**config.mk**
```make
export PLATFORM = sky130hd
export DESIGN_NAME = tcr_timer_pair
export DESIGN_NICKNAME = d
export VERILOG_FILES = /design/src/hw/tcr_pkg.sv /design/src/hw/tcr_tick_gen.sv /design/src/hw/tcr_timer_pair.sv
export VERILOG_INCLUDE_DIRS = /design/src /design/src/hw
export SDC_FILE = /design/constraint.sdc
export NUM_CORES = 1
export LEC_CHECK = 0
export BUFFER_PORTS_ARGS = -buffer_cell sky130_fd_sc_hd__buf_2
export CELL_PAD_IN_SITES_DETAIL_PLACEMENT = 0
export CELL_PAD_IN_SITES_GLOBAL_PLACEMENT = 1
export CORE_UTILIZATION = 48
export DETAILED_ROUTE_END_ITERATION = 10
export PLACE_DENSITY_LB_ADDON = 0.1
export SYNTH_ARGS = -nofsm -noshare
export SYNTH_HDL_FRONTEND = slang
export SYNTH_HIERARCHICAL = 1
export SYNTH_SLANG_ARGS = --single-unit
```
**constraint.sdc**
```tcl
create_clock -name CLK_I -period 3.7 [get_ports CLK_I]
set_clock_uncertainty 0.2 [all_clocks]
set_input_delay 0.74 -clock CLK_I [delete_from_list [all_inputs] [get_ports CLK_I]]
set_output_delay 0.74 -clock CLK_I [all_outputs]
set_load 0.01 [all_outputs]
```
**src/hw/tcr_regs.svh**
```systemverilog
`ifndef TCR_REGS_SVH
`define TCR_REGS_SVH

// Register addresses in the special-function register space.
`define TCR_A_CONFIG      8'hc9
`define TCR_A_RELOAD_LOW  8'hca
`define TCR_A_RELOAD_HIGH 8'hcb
`define TCR_A_COUNT_LOW   8'hcc
`define TCR_A_COUNT_HIGH  8'hcd
`define TCR_B_RELOAD_LOW  8'h92
`define TCR_B_RELOAD_HIGH 8'h93
`define TCR_B_COUNT_LOW   8'h94
`define TCR_B_COUNT_HIGH  8'h95
`define TCR_B_CONFIG      8'h96

// Configuration register field positions.
`define TCR_CFG_SRC_LSB   3
`define TCR_CFG_SRC_MSB   4
`define TCR_CFG_TOG_BIT   2
`define TCR_CFG_OE_BIT    1
`define TCR_CFG_DCEN_BIT  0

// Reset values and counter limits.
`define TCR_RESET_BYTE    8'h00
`define TCR_RESET_WORD    16'h0000
`define TCR_COUNT_MAX     16'hffff

// Clock divider ratios.
`define TCR_SYS_DIV       12
`define TCR_EXT_DIV       8
`define TCR_FAST_DIV      2

`endif

```
**src/hw/tcr_pkg.sv**
```systemverilog
package tcr_pkg;

    typedef enum logic [1:0] {
        TCR_SRC_DIV12 = 2'b00,
        TCR_SRC_SYS   = 2'b01,
        TCR_SRC_EXT8  = 2'b10,
        TCR_SRC_DIV2  = 2'b11
    } tcr_src_t;

    typedef enum logic [2:0] {
        TCR_REG_CFG = 3'h0,
        TCR_REG_RLL = 3'h1,
        TCR_REG_RLH = 3'h2,
        TCR_REG_CNL = 3'h3,
        TCR_REG_CNH = 3'h4
    } tcr_reg_t;

    typedef struct packed {
        logic [15:0] cnt;
        logic [15:0] cap;
        tcr_src_t    src;
        logic        tog;
        logic        oe;
        logic        dcen;
        logic        ovf;
    } tcr_chan_t;

    typedef struct packed {
        tcr_chan_t [1:0] ch;
        logic [7:0]      rdata;
    } tcr_top_t;

    typedef struct packed {
        logic [1:0] clk_sync;
        logic       clk_prev;
        logic [1:0] ctl_sync;
        logic       ctl_prev;
        logic [3:0] div_sys;
        logic       div_fast;
        logic [2:0] div_ext;
        logic       tick;
        logic       fall;
    } tcr_tick_t;

endpackage

```
**src/hw/tcr_tick_gen.sv**
```systemverilog
`timescale 1ns/1ps
`include "tcr_regs.svh"

module tcr_tick_gen #(
    parameter int SYS_DIV = `TCR_SYS_DIV,
    parameter int EXT_DIV = `TCR_EXT_DIV
) (
    input  logic              clk_i,
    input  logic              rst_i,
    input  tcr_pkg::tcr_src_t src_i,
    input  logic              ext_clk_i,
    input  logic              ctrl_i,
    output logic              tick_o,
    output logic              ctrl_level_o,
    output logic              ctrl_fall_o
);
    import tcr_pkg::*;

    tcr_tick_t s;
    tcr_tick_t next_s;
    logic      ext_rise;

    always_comb begin
        next_s = s;
        next_s.clk_sync = {s.clk_sync[0], ext_clk_i};
        next_s.clk_prev = s.clk_sync[1];
        next_s.ctl_sync = {s.ctl_sync[0], ctrl_i};
        next_s.ctl_prev = s.ctl_sync[1];
        ext_rise = s.clk_sync[1] & ~s.clk_prev;
        next_s.div_sys = (s.div_sys == 4'(SYS_DIV - 1)) ? 4'h0 : s.div_sys + 4'h1;
        next_s.div_fast = ~s.div_fast;
        if (ext_rise) begin
            next_s.div_ext = s.div_ext + 3'h1;
        end
        unique case (src_i)
            TCR_SRC_DIV12: next_s.tick = (s.div_sys == 4'(SYS_DIV - 1));
            TCR_SRC_SYS:   next_s.tick = 1'b1;
            TCR_SRC_EXT8:  next_s.tick = ext_rise & (s.div_ext == 3'(EXT_DIV - 1));
            TCR_SRC_DIV2:  next_s.tick = s.div_fast;
        endcase
        next_s.fall = s.ctl_prev & ~s.ctl_sync[1];
    end

    always_ff @(posedge clk_i or posedge rst_i) begin
        if (rst_i) begin
            s <= '0;
        end else begin
            s <= next_s;
        end
    end

    assign tick_o       = s.tick;
    assign ctrl_level_o = s.ctl_sync[1];
    assign ctrl_fall_o  = s.fall;
endmodule // tcr_tick_gen

```
**src/hw/tcr_timer_pair.sv**
```systemverilog
`timescale 1ns/1ps
`include "tcr_regs.svh"

// How it works
// - Two-bit source picks system clock /12, /1, external /8 synchronised, or /2.
// - Toggle state bit reads the present output level; writing forces that level.
// - Toggle output enable drives the toggle bit onto the pin; it is a 50% square wave only in auto-reload mode.
// - Toggle output reaches the pin only while the enable bit is 1.
// - Count-down enable at 0 counts up whatever the control input does.
// - Count-down enable at 1: control input 0 counts down, 1 counts up.
// - Capture mode copies the counter low byte into the low reload byte.
// - Capture mode copies the counter high byte into the high reload byte.
// - Reload mode: low reload byte is loaded into the counter low byte.
// - Reload mode: high reload byte is loaded into the counter high byte.
// - Capture/reload select 0 means auto-reload, 1 means capture.
// - Function select 0 counts the chosen clock, 1 counts control input falling edges.
// - Run control 0 stops counting (an external reload on a control falling edge still loads the counter), 1 lets it count.
// - With external enable, a control falling edge in capture mode captures the count.

module tcr_timer_pair (
    input  logic       CLK_I,
    input  logic       RST_I,
    input  logic [7:0] SFR_ADDR_I,
    input  logic       SFR_WR_I,
    input  logic       SFR_RD_I,
    input  logic [7:0] SFR_WDATA_I,
    output logic [7:0] SFR_RDATA_O,
    input  logic       EXT_CLK_I,
    input  logic [1:0] EXT_CTRL_I,
    input  logic [1:0] RUN_I,
    input  logic [1:0] COUNTER_SEL_I,
    input  logic [1:0] CAPTURE_SEL_I,
    input  logic [1:0] EXT_EN_I,
    output logic [1:0] TOGGLE_O,
    output logic [1:0] TOGGLE_OE_O,
    output logic [1:0] OVERFLOW_O
);
    import tcr_pkg::*;

    tcr_top_t   s;
    tcr_top_t   next_s;
    tcr_chan_t  c;
    logic [1:0] tick;
    logic [1:0] level;
    logic [1:0] fall;
    logic       evt;
    logic       down;
    logic       wrap;
    logic       cap_evt;

    function automatic logic [7:0] reg_addr(input int ch, input tcr_reg_t k);
        unique case (k)
            TCR_REG_CFG: reg_addr = (ch == 0) ? `TCR_A_CONFIG : `TCR_B_CONFIG;
            TCR_REG_RLL: reg_addr = (ch == 0) ? `TCR_A_RELOAD_LOW : `TCR_B_RELOAD_LOW;
            TCR_REG_RLH: reg_addr = (ch == 0) ? `TCR_A_RELOAD_HIGH : `TCR_B_RELOAD_HIGH;
            TCR_REG_CNL: reg_addr = (ch == 0) ? `TCR_A_COUNT_LOW : `TCR_B_COUNT_LOW;
            TCR_REG_CNH: reg_addr = (ch == 0) ? `TCR_A_COUNT_HIGH : `TCR_B_COUNT_HIGH;
            default:     reg_addr = `TCR_RESET_BYTE;
        endcase
    endfunction

    function automatic logic [7:0] cfg_byte(input tcr_chan_t ch);
        cfg_byte = {3'h0, ch.src, ch.tog, ch.oe, ch.dcen};
    endfunction

    function automatic logic [7:0] read_byte(input tcr_top_t st, input logic [7:0] a);
        read_byte = `TCR_RESET_BYTE;
        for (int i = 0; i < 2; i++) begin
            if (a == reg_addr(i, TCR_REG_CFG)) read_byte = cfg_byte(st.ch[i]);
            if (a == reg_addr(i, TCR_REG_RLL)) read_byte = st.ch[i].cap[7:0];
            if (a == reg_addr(i, TCR_REG_RLH)) read_byte = st.ch[i].cap[15:8];
            if (a == reg_addr(i, TCR_REG_CNL)) read_byte = st.ch[i].cnt[7:0];
            if (a == reg_addr(i, TCR_REG_CNH)) read_byte = st.ch[i].cnt[15:8];
        end
    endfunction

    for (genvar g = 0; g < 2; g++) begin : g_tick
        tcr_tick_gen u_tick (
            .clk_i        (CLK_I),
            .rst_i        (RST_I),
            .src_i        (s.ch[g].src),
            .ext_clk_i    (EXT_CLK_I),
            .ctrl_i       (EXT_CTRL_I[g]),
            .tick_o       (tick[g]),
            .ctrl_level_o (level[g]),
            .ctrl_fall_o  (fall[g])
        );
    end

    always_comb begin
        next_s  = s;
        c       = '0;
        evt     = 1'b0;
        down    = 1'b0;
        wrap    = 1'b0;
        cap_evt = 1'b0;
        for (int i = 0; i < 2; i++) begin
            c = s.ch[i];
            evt = RUN_I[i] & (COUNTER_SEL_I[i] ? fall[i] : tick[i]);
            down = c.dcen & ~level[i];
            wrap = 1'b0;
            if (evt) begin
                if (down) begin
                    if (c.cnt == c.cap) begin
                        c.cnt = `TCR_COUNT_MAX;
                        wrap = 1'b1;
                    end else begin
                        c.cnt = c.cnt - 16'h1;
                    end
                end else if (c.cnt == `TCR_COUNT_MAX) begin
                    c.cnt = CAPTURE_SEL_I[i] ? `TCR_RESET_WORD : s.ch[i].cap;
                    wrap = 1'b1;
                end else begin
                    c.cnt = c.cnt + 16'h1;
                end
            end
            if (EXT_EN_I[i] && !CAPTURE_SEL_I[i] && !c.dcen && fall[i]) begin
                c.cnt = s.ch[i].cap;
            end
            cap_evt = EXT_EN_I[i] & CAPTURE_SEL_I[i] & fall[i];
            if (cap_evt) begin
                c.cap = s.ch[i].cnt;
            end
            if (wrap && !CAPTURE_SEL_I[i]) begin
                c.tog = ~c.tog;
            end
            c.ovf = wrap;
            if (SFR_WR_I) begin
                if (SFR_ADDR_I == reg_addr(i, TCR_REG_CFG)) begin
                    c.src  = tcr_src_t'(SFR_WDATA_I[`TCR_CFG_SRC_MSB:`TCR_CFG_SRC_LSB]);
                    c.tog  = SFR_WDATA_I[`TCR_CFG_TOG_BIT];
                    c.oe   = SFR_WDATA_I[`TCR_CFG_OE_BIT];
                    c.dcen = SFR_WDATA_I[`TCR_CFG_DCEN_BIT];
                end
                if (SFR_ADDR_I == reg_addr(i, TCR_REG_RLL) && !cap_evt) c.cap[7:0] = SFR_WDATA_I;
                if (SFR_ADDR_I == reg_addr(i, TCR_REG_RLH) && !cap_evt) c.cap[15:8] = SFR_WDATA_I;
                if (SFR_ADDR_I == reg_addr(i, TCR_REG_CNL)) c.cnt[7:0] = SFR_WDATA_I;
                if (SFR_ADDR_I == reg_addr(i, TCR_REG_CNH)) c.cnt[15:8] = SFR_WDATA_I;
            end
            next_s.ch[i] = c;
        end
        if (SFR_RD_I) begin
            next_s.rdata = read_byte(s, SFR_ADDR_I);
        end
    end

    always_ff @(posedge CLK_I or posedge RST_I) begin
        if (RST_I) begin
            s <= '0;
        end else begin
            s <= next_s;
        end
    end

    assign SFR_RDATA_O = s.rdata;
    for (genvar g = 0; g < 2; g++) begin : g_pins
        assign TOGGLE_O[g]    = s.ch[g].tog;
        assign TOGGLE_OE_O[g] = s.ch[g].oe;
        assign OVERFLOW_O[g]  = s.ch[g].ovf;
    end

    logic [1:0] wr_cnt;
    logic [1:0] wr_cfg;
    logic [1:0] wr_cap;
    logic [1:0] ext_rl;
    logic [1:0] ev;

    for (genvar g = 0; g < 2; g++) begin : g_chk
        assign wr_cnt[g] = SFR_WR_I && (SFR_ADDR_I == reg_addr(g, TCR_REG_CNL)
                           || SFR_ADDR_I == reg_addr(g, TCR_REG_CNH));
        assign wr_cfg[g] = SFR_WR_I && SFR_ADDR_I == reg_addr(g, TCR_REG_CFG);
        assign wr_cap[g] = SFR_WR_I && (SFR_ADDR_I == reg_addr(g, TCR_REG_RLL)
                           || SFR_ADDR_I == reg_addr(g, TCR_REG_RLH));
        assign ext_rl[g] = EXT_EN_I[g] && !CAPTURE_SEL_I[g] && !s.ch[g].dcen && fall[g];
        assign ev[g]     = RUN_I[g] && (COUNTER_SEL_I[g] ? fall[g] : tick[g]);

    end
endmodule // tcr_timer_pair

```
==> flow_metrics.env <==
export IMPL_cts_resized=0
export IMPL_synth_top_family_by_area="simple AND/OR/NAND/NOR gates"
export IMPL_overflow=0
export IMPL_drv_slew=0
export IMPL_post_dp_hpwl_um=20300
export IMPL_die_h_um=135
export IMPL_ys_warn_count=6
export IMPL_setup_viol=0
export IMPL_cts_path_max_buffers=2
export IMPL_numPortBuffers=44
export IMPL_maxCapViolations=0
export IMPL_tightestPinTransition_ns=0.806
export IMPL_vias=8040
export IMPL_dieWidth_um=135
export IMPL_seqCellArea_um2=2900
export IMPL_fin_crit_sh_pct=81.1
export IMPL_synth_xor_area_share_pct=6.09
export IMPL_syn_inst=1023
export IMPL_cts_tree="done"
export IMPL_hold_path_class="flop to flop"
export IMPL_fin_setup_tns_ns=0
export IMPL_grt_max_degree=45
export IMPL_yosysMostFrequentCell="nor2_1"
export IMPL_synthAdderAreaFrac_pct=1.47
export IMPL_core_area_um2=17300
export IMPL_multiInputGateArea_um2=5050
export IMPL_ioPinCount=45
export IMPL_synth_area_um2=8490
export IMPL_grtUsageMet3_pct=6.83
export IMPL_synthMuxAreaShare_pct=8.73
export IMPL_slew_headroom_pct=45.9
export IMPL_grt_pass1_wl_um=44400
export IMPL_yosysSeqAreaShare_pct=34.2
export IMPL_diodes=0
export IMPL_post_cts_buffers=0
export IMPL_synth_nets=1064
export IMPL_grt_usage_pct=32.4
export IMPL_fp_row_count=48
export IMPL_yosys_most_used_dff="dfrtp_1"
export IMPL_synthSimpleGateAreaFrac_pct=22.6
export IMPL_clock_latency_ns=0.43
export IMPL_timing_fmax_ghz=0.333
export IMPL_leakagePower_nw=4.03
export IMPL_synth_compound_area_share_pct=20.6
export IMPL_synth_area_leaders="dfrtp_1, mux2i_1, nor2_1, a21oi_1, xor2_1"
export IMPL_cp_required_ns=3.83
export IMPL_cts_root_buf="clkbuf_16"
export IMPL_first_iter_violations=934
export IMPL_yosys_cell_types_count=76
export IMPL_critPathMaxFanout=10
export IMPL_h_tree_depth=4
export IMPL_holdBufCountCts=0
export IMPL_worst_ep_arrival_time_ns=3.13
export IMPL_drt_wl_total_um=28500
export IMPL_period_needed_ns=3.00
export IMPL_ir_worst_vdd_mv=0.506
export IMPL_syn2layout_area_growth_pct=11.1
export IMPL_async_reset_ff_share_pct=100
export IMPL_use_met2_pct=45.4
export IMPL_synth_common_cells="nor2_1, dfrtp_1, nand2_1, a21oi_1"
export IMPL_antenna_found_initial=0
export IMPL_clk_transition_reported_paths_ns=0.06
export IMPL_synth_seq_cells=116
export IMPL_dieArea_um2=18200
export IMPL_syn_mean_instance_area_um2=8.30
export IMPL_grt_pass1_vias=7397
export IMPL_yosys_area_top_type="dfrtp_1"
export IMPL_place_congestion=0.910
export IMPL_busiest_layer="met1"
export IMPL_synth_top_area_share_pct=34.2
export IMPL_cts_buffers=17
export IMPL_nFillCells=1675
export IMPL_initial_core_util_pct=49.1
export IMPL_drive_above_1_share_pct=15.1
export IMPL_use_met1_pct=50.2
export IMPL_ant_nets=0
export IMPL_cp_end_kind="flop"
export IMPL_fin_util_pct=54.5
export IMPL_outcome="finished, final reports clean"
export IMPL_synth_edf_count=0
export IMPL_route_detailed_drc=0
export IMPL_rsz0062_at_grt="false"
export IMPL_wl_per_cell_um=22.5
export IMPL_nNetsFinal=1070
export IMPL_start_kind="flop"
export IMPL_first_pass_iters=5
export IMPL_hold_viol_final=0
export IMPL_powerDensity_nw_per_um2=587
export IMPL_cts_sink_count=116
export IMPL_crit_type="flop to flop"
export IMPL_viasPerCell=6.35
## per-layer routing
layer / vias to the layer above / share of wire (%)
met5: - / 0
met4: 0 / 1.2
met3: 28 / 9.5
met2: 402 / 43
met1: 3897 / 47
li1: 3713 / -
## layout make-up
class,instances,area share [%]
multi-input cells,785,53.5
inverters,26,1.05
clock buffers,18,4.55
clock inverters,14,1.53
well taps,225,2.98
flip-flops and latches,116,30.8
repair buffers,83,5.57
## worst paths after layout
| kind | startpoint | end | slack [ns] | cells after the start |
|---|---|---|---|---|
| max | s[67] | s[69] | 0.70 | 6 |
| min | g_tick[1].u_tick/next_s[12] | g_tick[1].u_tick/ctrl_level_o | 0.15 | 0 |
| max reg2reg | s[67] | s[69] | 0.70 | 6 |
| min reg2reg | g_tick[1].u_tick/next_s[12] | g_tick[1].u_tick/ctrl_level_o | 0.15 | 0 |
| max in group asynchronous | RST_I | s[36] | 2.33 | 3 |
| min in group asynchronous | RST_I | g_tick[1].u_tick/s[3] | 0.19 | 2 |
## where the power goes
part | internal (W) | switching (W) | total, W
clock | 0.000942 | 0.000680 | 0.00162
combinational | 0.000754 | 0.000857 | 0.00161
sequential | 0.00157 | 0.000739 | 0.00231
## kinds of logic (layout without fill, tap and decap cells)
family | Yosys count | count (layout)
simple gates | 377 | 377
mux | 69 | 69
buf+inv | 122 | 141
compound gates | 270 | 270
flops | 116 | 116
xor+xnor | 59 | 59
fa+ha+maj | 10 | 10
## worst max-delay path, stage by stage, from the launching register on
cell and delay (ns):
dfrtp_1 0.54, xor2_1 0.24, nor4_1 0.54, nand4_1 0.33, and2_1 0.42, a221o_1 0.40, a311oi_1 0.24
## cells in the final DEF (no fill, tap or decap), types with 5 or more instances in the layout
master / instances
buf_4: 38
nor2b_1: 11
nand3b_1: 5
o41ai_1: 6
mux2_2: 16
clkinv_4: 5
ha_1: 10
and2_1: 9
or4_1: 5
o21ai_0: 61
and3_1: 13
nor4_1: 15
nor3_1: 19
o221ai_1: 8
buf_2: 44
o22ai_1: 9
dfrtp_1: 116
xnor2_1: 15
inv_6: 5
nand3_1: 31
or3_1: 9
mux2_4: 6
a31oi_1: 12
a311oi_1: 6
a211oi_1: 8
clkbuf_16: 17
nand2b_1: 7
nand2_1: 91
nand4_1: 12
inv_1: 24
o32ai_1: 7
mux2i_1: 47
nor2_1: 120
xor2_1: 44
a21oi_1: 83
o31ai_1: 8
a221o_1: 10
o211ai_1: 8
## registers in the layout, summed over array words and instances, names as in the netlist
name / cells
g_tick.u_tick/next_s: 6
s: 70
OVERFLOW_O: 2
SFR_RDATA_O: 8
g_tick.u_tick/ctrl_fall_o: 2
g_tick.u_tick/s: 20
g_tick.u_tick/ctrl_level_o: 2
TOGGLE_O: 2
TOGGLE_OE_O: 2
g_tick.u_tick/tick_o: 2
## stage by stage
stage | area, um2 | hold slack [ns] | setup WS, ns | total power (W) | cells
finish | 9430 | 0.147 | 0.699 | 0.00554 | 1267
global route | 9430 | 0.156 | 0.629 | 0.00581 | 1267
CTS | 9430 | 0.151 | 0.834 | 0.00549 | 1267
detailed placement | 8860 | 0.137 | 0.722 | 0.00386 | 1235
global placement | 8860 | 0.132 | 0.716 | 0.00386 | 1235
floorplan | 8490 | 0.131 | 0.595 | 0.00327 | 1023
Power figures use the tool's default switching activity.
